**src/lscr_pkg.sv**
```systemverilog
package lscr_pkg;

  localparam int unsigned ADDR_W = 8;
  localparam int unsigned DATA_W = 32;

  // register indices; byte address is four times the index
  localparam logic [5:0] IDX_CFG1 = 6'h14;
  localparam logic [5:0] IDX_CFG2 = 6'h15;
  localparam logic [5:0] IDX_UNLOCK = 6'h0b;

  // field positions inside each configuration byte
  localparam int unsigned MODE_BIT = 5;
  localparam int unsigned CODE_LSB = 0;
  localparam int unsigned CODE_W = 5;

  // reset values, one variant chosen per instance
  localparam logic [7:0] CFG1_RST_DEFAULT = 8'h06;
  localparam logic [7:0] CFG2_RST_DEFAULT = 8'h15;

  // unlock key; the value is arbitrary
  localparam logic [7:0] UNLOCK_KEY_DEFAULT = 8'h5a;

  // voltage table corners in millivolts
  localparam int unsigned MV_W = 12;
  localparam logic [MV_W-1:0] MV_BASE_LOW = 12'd1500;
  localparam logic [MV_W-1:0] MV_KNEE = 12'd1900;
  localparam logic [MV_W-1:0] MV_CODE14 = 12'd2450;
  localparam logic [MV_W-1:0] MV_CODE15 = 12'd2500;
  localparam logic [MV_W-1:0] MV_BASE_HIGH = 12'd2550;
  localparam logic [MV_W-1:0] MV_STEP_FINE = 12'd50;
  localparam logic [MV_W-1:0] MV_STEP_COARSE = 12'd100;
  localparam logic [CODE_W-1:0] CODE_KNEE = 5'h08;
  localparam logic [CODE_W-1:0] CODE_COARSE_END = 5'h0d;
  localparam logic [CODE_W-1:0] CODE_14 = 5'h0e;
  localparam logic [CODE_W-1:0] CODE_HIGH = 5'h10;

  typedef struct packed {
    logic mode;
    logic [CODE_W-1:0] code;
  } lscr_cfg_t;

  typedef struct packed {
    logic psel;
    logic penable;
    logic pwrite;
    logic [ADDR_W-1:0] paddr;
    logic [DATA_W-1:0] pwdata;
    logic [3:0] pstrb;
  } lscr_apb_req_t;

endpackage

```
**src/lscr_regs.sv**
```systemverilog
// The implementer's own choice: the APB register port.
`timescale 1ns/1ps
// Notes on behaviour
// RQ1 - first register bits 7 and 6 are read-only and read zero
// RQ2 - first register bit 5 picks load switch (0) or linear regulator (1)
// RQ3 - first register bits 4..0 hold voltage code, used only in regulator mode
// RQ4 - codes 0..15 give 1.5-1.9 V by 50 mV, 100 mV to 2.4, then 2.45, 2.5
// RQ5 - codes 16..31 give 2.55 V to 3.3 V in 50 mV steps
// RQ6 - second register sits at index 0x15, reset value set per variant
// RQ7 - second register accepts writes only after the unlock step
// RQ8 - second register has the same layout as the first
// RQ9 - first register sits at index 0x14, variant reset, unlock protected
// RQ10 - writes to reserved bits are dropped, they keep reading zero
module lscr_regs #(
  parameter logic [7:0] CFG1_RST = lscr_pkg::CFG1_RST_DEFAULT,
  parameter logic [7:0] CFG2_RST = lscr_pkg::CFG2_RST_DEFAULT,
  parameter logic [7:0] UNLOCK_KEY = lscr_pkg::UNLOCK_KEY_DEFAULT
) (
  input wire logic pclk,
  input wire logic presetn,
  input wire lscr_pkg::lscr_apb_req_t apb_req,
  output logic pready,
  output logic pslverr,
  output logic [lscr_pkg::DATA_W-1:0] prdata,
  output lscr_pkg::lscr_cfg_t switch1_cfg,
  output lscr_pkg::lscr_cfg_t switch2_cfg,
  output logic [lscr_pkg::MV_W-1:0] regulator3_mv,
  output logic [lscr_pkg::MV_W-1:0] regulator4_mv
);
  import lscr_pkg::*;

  // maps a voltage code to millivolts
  function automatic logic [MV_W-1:0] code_to_mv(input logic [CODE_W-1:0] c);
    logic [MV_W-1:0] cw;
    cw = {{(MV_W-CODE_W){1'b0}}, c};
    if (c <= CODE_KNEE)
      code_to_mv = MV_BASE_LOW + MV_STEP_FINE * cw; // [RQ4]
    else if (c <= CODE_COARSE_END)
      code_to_mv = MV_KNEE + MV_STEP_COARSE * (cw - {{(MV_W-CODE_W){1'b0}}, CODE_KNEE}); // [RQ4]
    else if (c == CODE_14)
      code_to_mv = MV_CODE14; // [RQ4]
    else if (c < CODE_HIGH)
      code_to_mv = MV_CODE15; // [RQ4]
    else
      code_to_mv = MV_BASE_HIGH + MV_STEP_FINE * (cw - {{(MV_W-CODE_W){1'b0}}, CODE_HIGH}); // [RQ5]
  endfunction

  function automatic lscr_cfg_t byte_to_cfg(input logic [7:0] b);
    byte_to_cfg.mode = b[MODE_BIT];
    byte_to_cfg.code = b[CODE_LSB +: CODE_W];
  endfunction

  function automatic logic [DATA_W-1:0] cfg_to_word(input lscr_cfg_t c);
    cfg_to_word = {{(DATA_W-6){1'b0}}, c.mode, c.code}; // [RQ1] [RQ8]
  endfunction

  lscr_cfg_t cfg1_q;
  lscr_cfg_t cfg1_d;
  lscr_cfg_t cfg2_q;
  lscr_cfg_t cfg2_d;
  logic armed_q;
  logic armed_d;
  logic [5:0] arm_idx_q;
  logic [5:0] arm_idx_d;
  logic [MV_W-1:0] mv3_q;
  logic [MV_W-1:0] mv4_q;

  wire [5:0] idx = apb_req.paddr[ADDR_W-1:2];
  wire aligned = (apb_req.paddr[1:0] == 2'b00);
  wire access = apb_req.psel & apb_req.penable;
  wire wr = access & apb_req.pwrite;
  wire hit_cfg1 = aligned & (idx == IDX_CFG1); // [RQ9]
  wire hit_cfg2 = aligned & (idx == IDX_CFG2); // [RQ6]
  wire hit_unlock = aligned & (idx == IDX_UNLOCK);
  wire mapped = hit_cfg1 | hit_cfg2 | hit_unlock;
  wire hit_prot = hit_cfg1 | hit_cfg2;
  wire unlocked = armed_q & (arm_idx_q == idx);
  wire key_ok = (apb_req.pwdata[7:0] == (UNLOCK_KEY ^ {2'b00, apb_req.pwdata[13:8]}));
  wire prot_ok = wr & hit_prot & unlocked & apb_req.pstrb[0]; // [RQ7] [RQ9]
  wire refuse = access & (~mapped | (apb_req.pwrite & hit_prot & ~unlocked));
  wire [7:0] wbyte = apb_req.pwdata[7:0];

  // reserved bits 7..6 are simply not stored
  assign cfg1_d = (prot_ok & hit_cfg1) ? byte_to_cfg(wbyte) : cfg1_q; // [RQ2] [RQ3] [RQ10]
  assign cfg2_d = (prot_ok & hit_cfg2) ? byte_to_cfg(wbyte) : cfg2_q; // [RQ8] [RQ10]

  // unlock word: bits 13..8 name the target index, bits 7..0 its key
  // any other completed write drops the unlock
  assign armed_d = wr ? (hit_unlock & key_ok & apb_req.pstrb[0]) : armed_q; // [RQ7]
  assign arm_idx_d = (wr & hit_unlock) ? apb_req.pwdata[13:8] : arm_idx_q;

  assign pready = 1'b1;
  assign pslverr = refuse;
  assign prdata = ~(access & ~apb_req.pwrite) ? '0 :
                  hit_cfg1 ? cfg_to_word(cfg1_q) :
                  hit_cfg2 ? cfg_to_word(cfg2_q) :
                  hit_unlock ? {{(DATA_W-7){1'b0}}, arm_idx_q, armed_q} : '0;

  always_ff @(posedge pclk or negedge presetn)
  begin
    if (!presetn)
    begin
      cfg1_q <= byte_to_cfg(CFG1_RST); // [RQ9]
      cfg2_q <= byte_to_cfg(CFG2_RST); // [RQ6]
      armed_q <= 1'b0;
      arm_idx_q <= 6'h00;
    end
    else
    begin
      cfg1_q <= cfg1_d;
      cfg2_q <= cfg2_d;
      armed_q <= armed_d;
      arm_idx_q <= arm_idx_d;
    end
  end

  // the code drives the regulator only in regulator mode, else output is 0 mV
  always_ff @(posedge pclk or negedge presetn)
  begin
    if (!presetn)
    begin
      mv3_q <= '0;
      mv4_q <= '0;
    end
    else
    begin
      mv3_q <= cfg1_q.mode ? code_to_mv(cfg1_q.code) : '0; // [RQ3]
      mv4_q <= cfg2_q.mode ? code_to_mv(cfg2_q.code) : '0; // [RQ3] [RQ8]
    end
  end

  assign switch1_cfg = cfg1_q;
  assign switch2_cfg = cfg2_q;
  assign regulator3_mv = mv3_q;
  assign regulator4_mv = mv4_q;
endmodule

```
**config.mk**
```make
export PLATFORM = sky130hd
export DESIGN_NAME = lscr_regs
export DESIGN_NICKNAME = d
export VERILOG_FILES = /design/src/lscr_pkg.sv /design/src/lscr_regs.sv
export SDC_FILE = /design/constraint.sdc
export NUM_CORES = 1
export LEC_CHECK = 0
export ABC_AREA = 1
export BUFFER_PORTS_ARGS = -buffer_cell sky130_fd_sc_hd__buf_2
export CORE_ASPECT_RATIO = 0.75
export CORE_UTILIZATION = 30
export CTS_CLUSTER_DIAMETER = 100
export DETAILED_ROUTE_END_ITERATION = 6
export GPL_TIMING_DRIVEN = 0
export HOLD_SLACK_MARGIN = 0.08
export PLACE_DENSITY_LB_ADDON = 0.15
export SLEW_MARGIN = 20
export SYNTH_ARGS = -nofsm -noshare
export SYNTH_HDL_FRONTEND = slang
export SYNTH_SLANG_ARGS = --single-unit
```
**constraint.sdc**
```tcl
create_clock -name pclk -period 4.9 [get_ports pclk]
set_input_delay 0.245 -clock pclk [delete_from_list [all_inputs] [get_ports pclk]]
set_output_delay 0.245 -clock pclk [all_outputs]
set_load 0.02 [all_outputs]
```
# ---- Yosys cells after proc, flatten, opt, wreduce, memory -nomap -nowiden
# Cells that the tools add are included.
dict set report op_classes {
  addsub 10
  multipliers 6
  order_cmp 6
  eq_ne 7
  muxes 14
  bitwise_logic 25
  n_reduce_logical 1
}
# operator n
set ops {}
lappend ops {{2-to-1 mux 12 bit} 10}
lappend ops {{2-to-1 mux 7 bit} 4}
lappend ops {{adder 11 x 11 -> 12 bit (first input constant)} 2}
lappend ops {{adder 11 x 12 -> 12 bit (first input constant)} 2}
lappend ops {{adder 12 bit (first input constant)} 2}
lappend ops {{multiplier 5 x 12 -> 10 bit (first input constant)} 2}
lappend ops {{multiplier 5 x 12 -> 11 bit (first input constant)} 2}
lappend ops {{less-or-equal comparator 5 x 4 -> 1 bit (second input constant)} 4}
lappend ops {{multiplier 5 x 5 -> 10 bit (first input constant)} 2}
lappend ops {{bitwise AND 1 bit} 18}
lappend ops {{equality test 6 x 5 -> 1 bit (second input constant)} 2}
lappend ops {{subtractor 5 x 4 -> 6 bit (second input constant)} 2}
lappend ops {{subtractor 5 x 5 -> 6 bit (second input constant)} 2}
lappend ops {{equality test 5 x 4 -> 1 bit (second input constant)} 2}
lappend ops {{less-than comparator 5 bit (second input constant)} 2}
lappend ops {{equality test 8 x 7 -> 1 bit} 1}
lappend ops {{equality test 6 x 4 -> 1 bit (second input constant)} 1}
lappend ops {{equality test 6 bit} 1}
lappend ops {{NOT 3 -> 4 bit} 1}
lappend ops {{NOT 1 bit} 3}
lappend ops {{OR 1 bit} 3}
lappend ops {{zero test 2 bit} 1}
dict set report totals {
  reg_bits 43
  word_cells 77
}

# ---- Longest topological paths before layout
dict set report logic_depth {
  depth_word 8
  ltp_mapped 22
}

# ---- Least setup slack after synthesis
# No wires, ideal clock.
dict set report synth_path {
  kind {register to register}
  startpoint {reg cfg2_q, in the netlist switch2_cfg[4]}
  endpoint {reg mv4_q[11] (netlist: regulator4_mv[11])}
  setup_ps 119
  t_arrival_ps 3614
  required_time_ps 4781
  setup_slack_ps 1167
  stages_incl_launch_ff 20
  path_buffers 2
  cell_sequence {dfstp_2 -> buf_6 -> inv_2 -> clkbuf_1 -> ha_1 -> xor2_1 -> ha_1 -> inv_1 -> fa_1 -> inv_1 -> ha_1 -> a21oi_1 -> o21ai_1 -> xor2_1 -> nor3_1 -> inv_1 -> nand2_1 -> nand3_2 -> nand2_1 -> a21oi_2}
}
dict set report synth_via {
  elab_chain_cells 8
  word_cells_on_any_way 17
}
# element line_no
set synth_rtl {}
lappend synth_rtl {{start, declared} lscr_regs.sv:59} ;# lscr_cfg_t cfg2_q;
lappend synth_rtl {{start signal, assigned} lscr_regs.sv:104} ;# cfg2_q <= byte_to_cfg(CFG2_RST);
lappend synth_rtl {{start signal, assigned} lscr_regs.sv:111} ;# cfg2_q <= cfg2_d;
lappend synth_rtl {{subtractor 5 x 5 -> 6 bit} lscr_regs.sv:45} ;# code_to_mv = MV_BASE_HIGH + MV_STEP_FINE * (cw - {{(MV_W-CODE_W){1'b0}}, CODE_HIGH});
lappend synth_rtl {{multiplier 5 x 12 -> 11 bit} lscr_regs.sv:45}
lappend synth_rtl {{adder 12 bit} lscr_regs.sv:45}
lappend synth_rtl {{2-to-1 mux 12 bit} lscr_regs.sv:42} ;# else if (c < CODE_HIGH)
lappend synth_rtl {{2-to-1 mux 12 bit} lscr_regs.sv:40} ;# else if (c == CODE_14)
lappend synth_rtl {{2-to-1 mux 12 bit} lscr_regs.sv:38} ;# else if (c <= CODE_COARSE_END)
lappend synth_rtl {{2-to-1 mux 12 bit *} lscr_regs.sv:36} ;# if (c <= CODE_KNEE)
lappend synth_rtl {{2-to-1 mux 12 bit *} lscr_regs.sv:128} ;# mv4_q <= cfg2_q.mode ? code_to_mv(cfg2_q.code) : '0;
lappend synth_rtl {{end signal, assigned} lscr_regs.sv:128}
lappend synth_rtl {{end, declared} lscr_regs.sv:66} ;# logic [MV_W-1:0] mv4_q;
# Every way passes the cells marked *; elsewhere a longest branch is shown, timed or not.
# A chain may end at the register's enable or synchronous reset.

# ---- Final worst setup path
# Same ends and word-level chain as after synthesis.

==> impl_metrics.tcl <==
set metrics [dict create \
    yosys.area.top_type "ha_1" \
    firstDrtPassIters 5 \
    setup_tns_ns 0 \
    max-slew-margin-rel 0.440 \
    yosysSeqAreaShare 0.179 \
    crit_path_end_kind "register" \
    hold_viol 0 \
    slew_viol_final 0 \
    grt_pass1_vias 4808 \
    p_leak_nw 3.72 \
    clock-skew-final_ns 0.0113 \
    coreArea_sq_um 18600 \
    setup_viol 0 \
    synth_top_family_by_area "adder cells" \
    period_share 0.863 \
    ir_drop_v 0.000115 \
    syn_inst 790 \
    async_reset_ff_frac 1.00 \
    max_cap_violations 0 \
    viasPerCell 4.57 \
    cp.required_ns 5.07 \
    worst-setup-path-type "reg -> reg" \
    nFillCells 2045 \
    post-synth-top-area-fraction 0.202 \
    wl_per_cell_um 14.5 \
    die_h_um 122 \
    grt_usage 0.175 \
    fin_hold_ws_ns 0.225 \
    antenna_found_initial 0 \
    num_vias 5214 \
    syn_area_sq_um 5760 \
    cts.sinks 41 \
    nets 1046 \
    ant_nets 0 \
    top_level_ports 119 \
    synth_compound_area_frac 0.162 \
    clk-insertion-delay-late_ns 0.29 \
    p_per_area_nw_per_um2 117 \
    synthSimpleGateAreaFrac 0.206 \
    drive_gt1_frac 0.192 \
    synth-xor-area-share 0.0730 \
    totalWireLength_mm 16.6 \
    rows 43 \
    cts_buffers 5 \
    synth.ff_latch_count 41 \
    cts_tree "yes" \
    regToRegSetupSlack_ns 0.67 \
    final_cell_mix "nand2_1, inv_1, ha_1" \
    mostFrequentLayoutCell "nand2_1" \
    synth_edf_count 0 \
    root_buffer "clkbuf_16" \
    h-tree-depth 2 \
    power.total_w 0.000781 \
    cts.path.max_buffers 2 \
    dp_hpwl_mm 13.7 \
    synth_cell_types 49 \
    dp.cells 1132 \
    n_antenna_cell 0 \
    clk_pin_slew_worst_paths_ns 0.07 \
    grt_max_degree 42 \
    cp-start-kind "register" \
    synth_area_per_cell_sq_um 7.29 \
    synth-adder-area-share 0.240 \
    cp_max_fo 16 \
    utilization 0.359 \
    rsz0062_at_grt "false" \
    drc_errors 0 \
    cp_data_arrival_time_ns 4.40 \
    hold_path_class "in -> reg" \
    syn_to_final_growth_pct 16.0 \
    synth_mux_area_frac 0 \
    die-area_sq_um 19800 \
    status "finished, final reports clean" \
    grt_pass1_wl_mm 26.7 \
    fin_crit_ns 4.23 \
    routabilityCongestion 0.820 \
    fmax_ghz 0.237 \
    die_w_um 162 \
    io_buffers 69 \
    postSynth.topFlopCell "dfrtp_1" \
    grt_overflow 0 \
    worstMarginPinSlew_ns 0.840 \
    synthTopCellsByArea "ha_1, dfrtp_1, nand2_1, inv_1, a21oi_1" \
    ys_warn_count 0 \
    final_cells 1141 \
    start_util 0.309 \
    drt_iter0_markers 278 \
]
## worst paths after layout
check                                from                end  depth (start not counted)
setup / recovery           switch2_cfg[4]  regulator4_mv[11]                         19
hold / removal                apb_req[13]       arm_idx_q[1]                          3
setup reg to reg           switch2_cfg[4]  regulator4_mv[11]                         19
hold reg to reg              arm_idx_q[1]       arm_idx_q[1]                          2
max in group asynchronous         presetn   regulator3_mv[9]                          2
min in group asynchronous         presetn       arm_idx_q[5]                          2
## report_power, final
| part | internal (W) | switching (W) |
|---|---|---|
| registers | 0.000339 | 0.000000603 |
| logic | 0.0000303 | 0.0000516 |
| clock network | 0.000216 | 0.000143 |
| total | 0.000586 | 0.000196 |
## cell families after synthesis
family | after synthesis
flops | 41
xor+xnor | 48
fa+ha+maj | 104
buf+inv | 177
other cells | 2
compound gates | 149
simple gates | 269
## Yosys cell counts (3+ instances only)
cell and count:
nand2_1 150, inv_1 119, ha_1 93, nor2_1 56, a21oi_1 49, dfrtp_1 36
buf_4 28, xor2_1 27, nand3_1 26, o21ai_0 26, xnor2_1 21, inv_2 18
o21ai_1 18, o21ai_2 12, fa_1 11, nor3_1 10, o211ai_1 9, a211oi_1 6
dfstp_2 5, nand4_1 5, o22ai_1 5, a31o_2 4, buf_2 4, clkbuf_1 4
nand3_2 4, nor2_2 4, o221ai_1 4, buf_6 3, or2_1 3
## sequential cells by signal, indices dropped and copies added, names as in the netlist
signal and cells:
switch2_cfg 6, armed_q 1, regulator4_mv 11, arm_idx_q 6, regulator3_mv 11, switch1_cfg 6
## timing repair
action | in CTS | in global routing
endpoints found under the hold margin | 0 | 36
hold buffers | 0 | 1
buffers inserted | 0 | 0
gates resized for setup | 0 | 0
## layout make-up
| cell class | instances | area, sq um | share of cell area |
|---|---|---|---|
| well taps | 247 | 309 | 0.0463 |
| clock inverters | 1 | 5.00 | 0.000749 |
| inverters | 137 | 514 | 0.0770 |
| repair buffers | 70 | 358 | 0.0536 |
| clock buffers | 7 | 153 | 0.0228 |
| plain buffers | 40 | 283 | 0.0423 |
| multi-input cells | 598 | 4030 | 0.603 |
| flip-flops and latches | 41 | 1030 | 0.154 |
## critical path: stages (launching register included)
cell and delay, ns:
dfstp_2 0.59, buf_6 0.17, inv_2 0.04, clkbuf_1 0.36, ha_1 0.55, xor2_1 0.20
ha_1 0.29, inv_1 0.05, fa_1 0.50, inv_1 0.04, ha_1 0.33, a21oi_1 0.14
o21ai_1 0.09, xor2_1 0.18, nor3_1 0.21, inv_1 0.06, nand2_1 0.08, nand3_2 0.06
nand2_1 0.10, a21oi_2 0.06
## per-stage QoR
stage / area, sq um / setup slack [ns]
detailed placement: 6510 / 0.667
global route: 6680 / 0.333
CTS: 6670 / 0.666
finish: 6680 / 0.673
global placement: 6510 / 0.675
floorplan: 5860 / 1.17
## layer usage
| metal | part of all wire | vias up | wire length, um | global-route usage |
|---|---|---|---|---|
| met5 | 0 | - | 0 | 0 |
| met4 | 0.0037 | 0 | 61 | 0.0165 |
| met3 | 0.055 | 4 | 915 | 0.0337 |
| met2 | 0.36 | 141 | 6020 | 0.233 |
| met1 | 0.58 | 2344 | 9590 | 0.287 |
| li1 | - | 2725 | - | - |
Note: power is estimated with default switching activity, not from simulation.
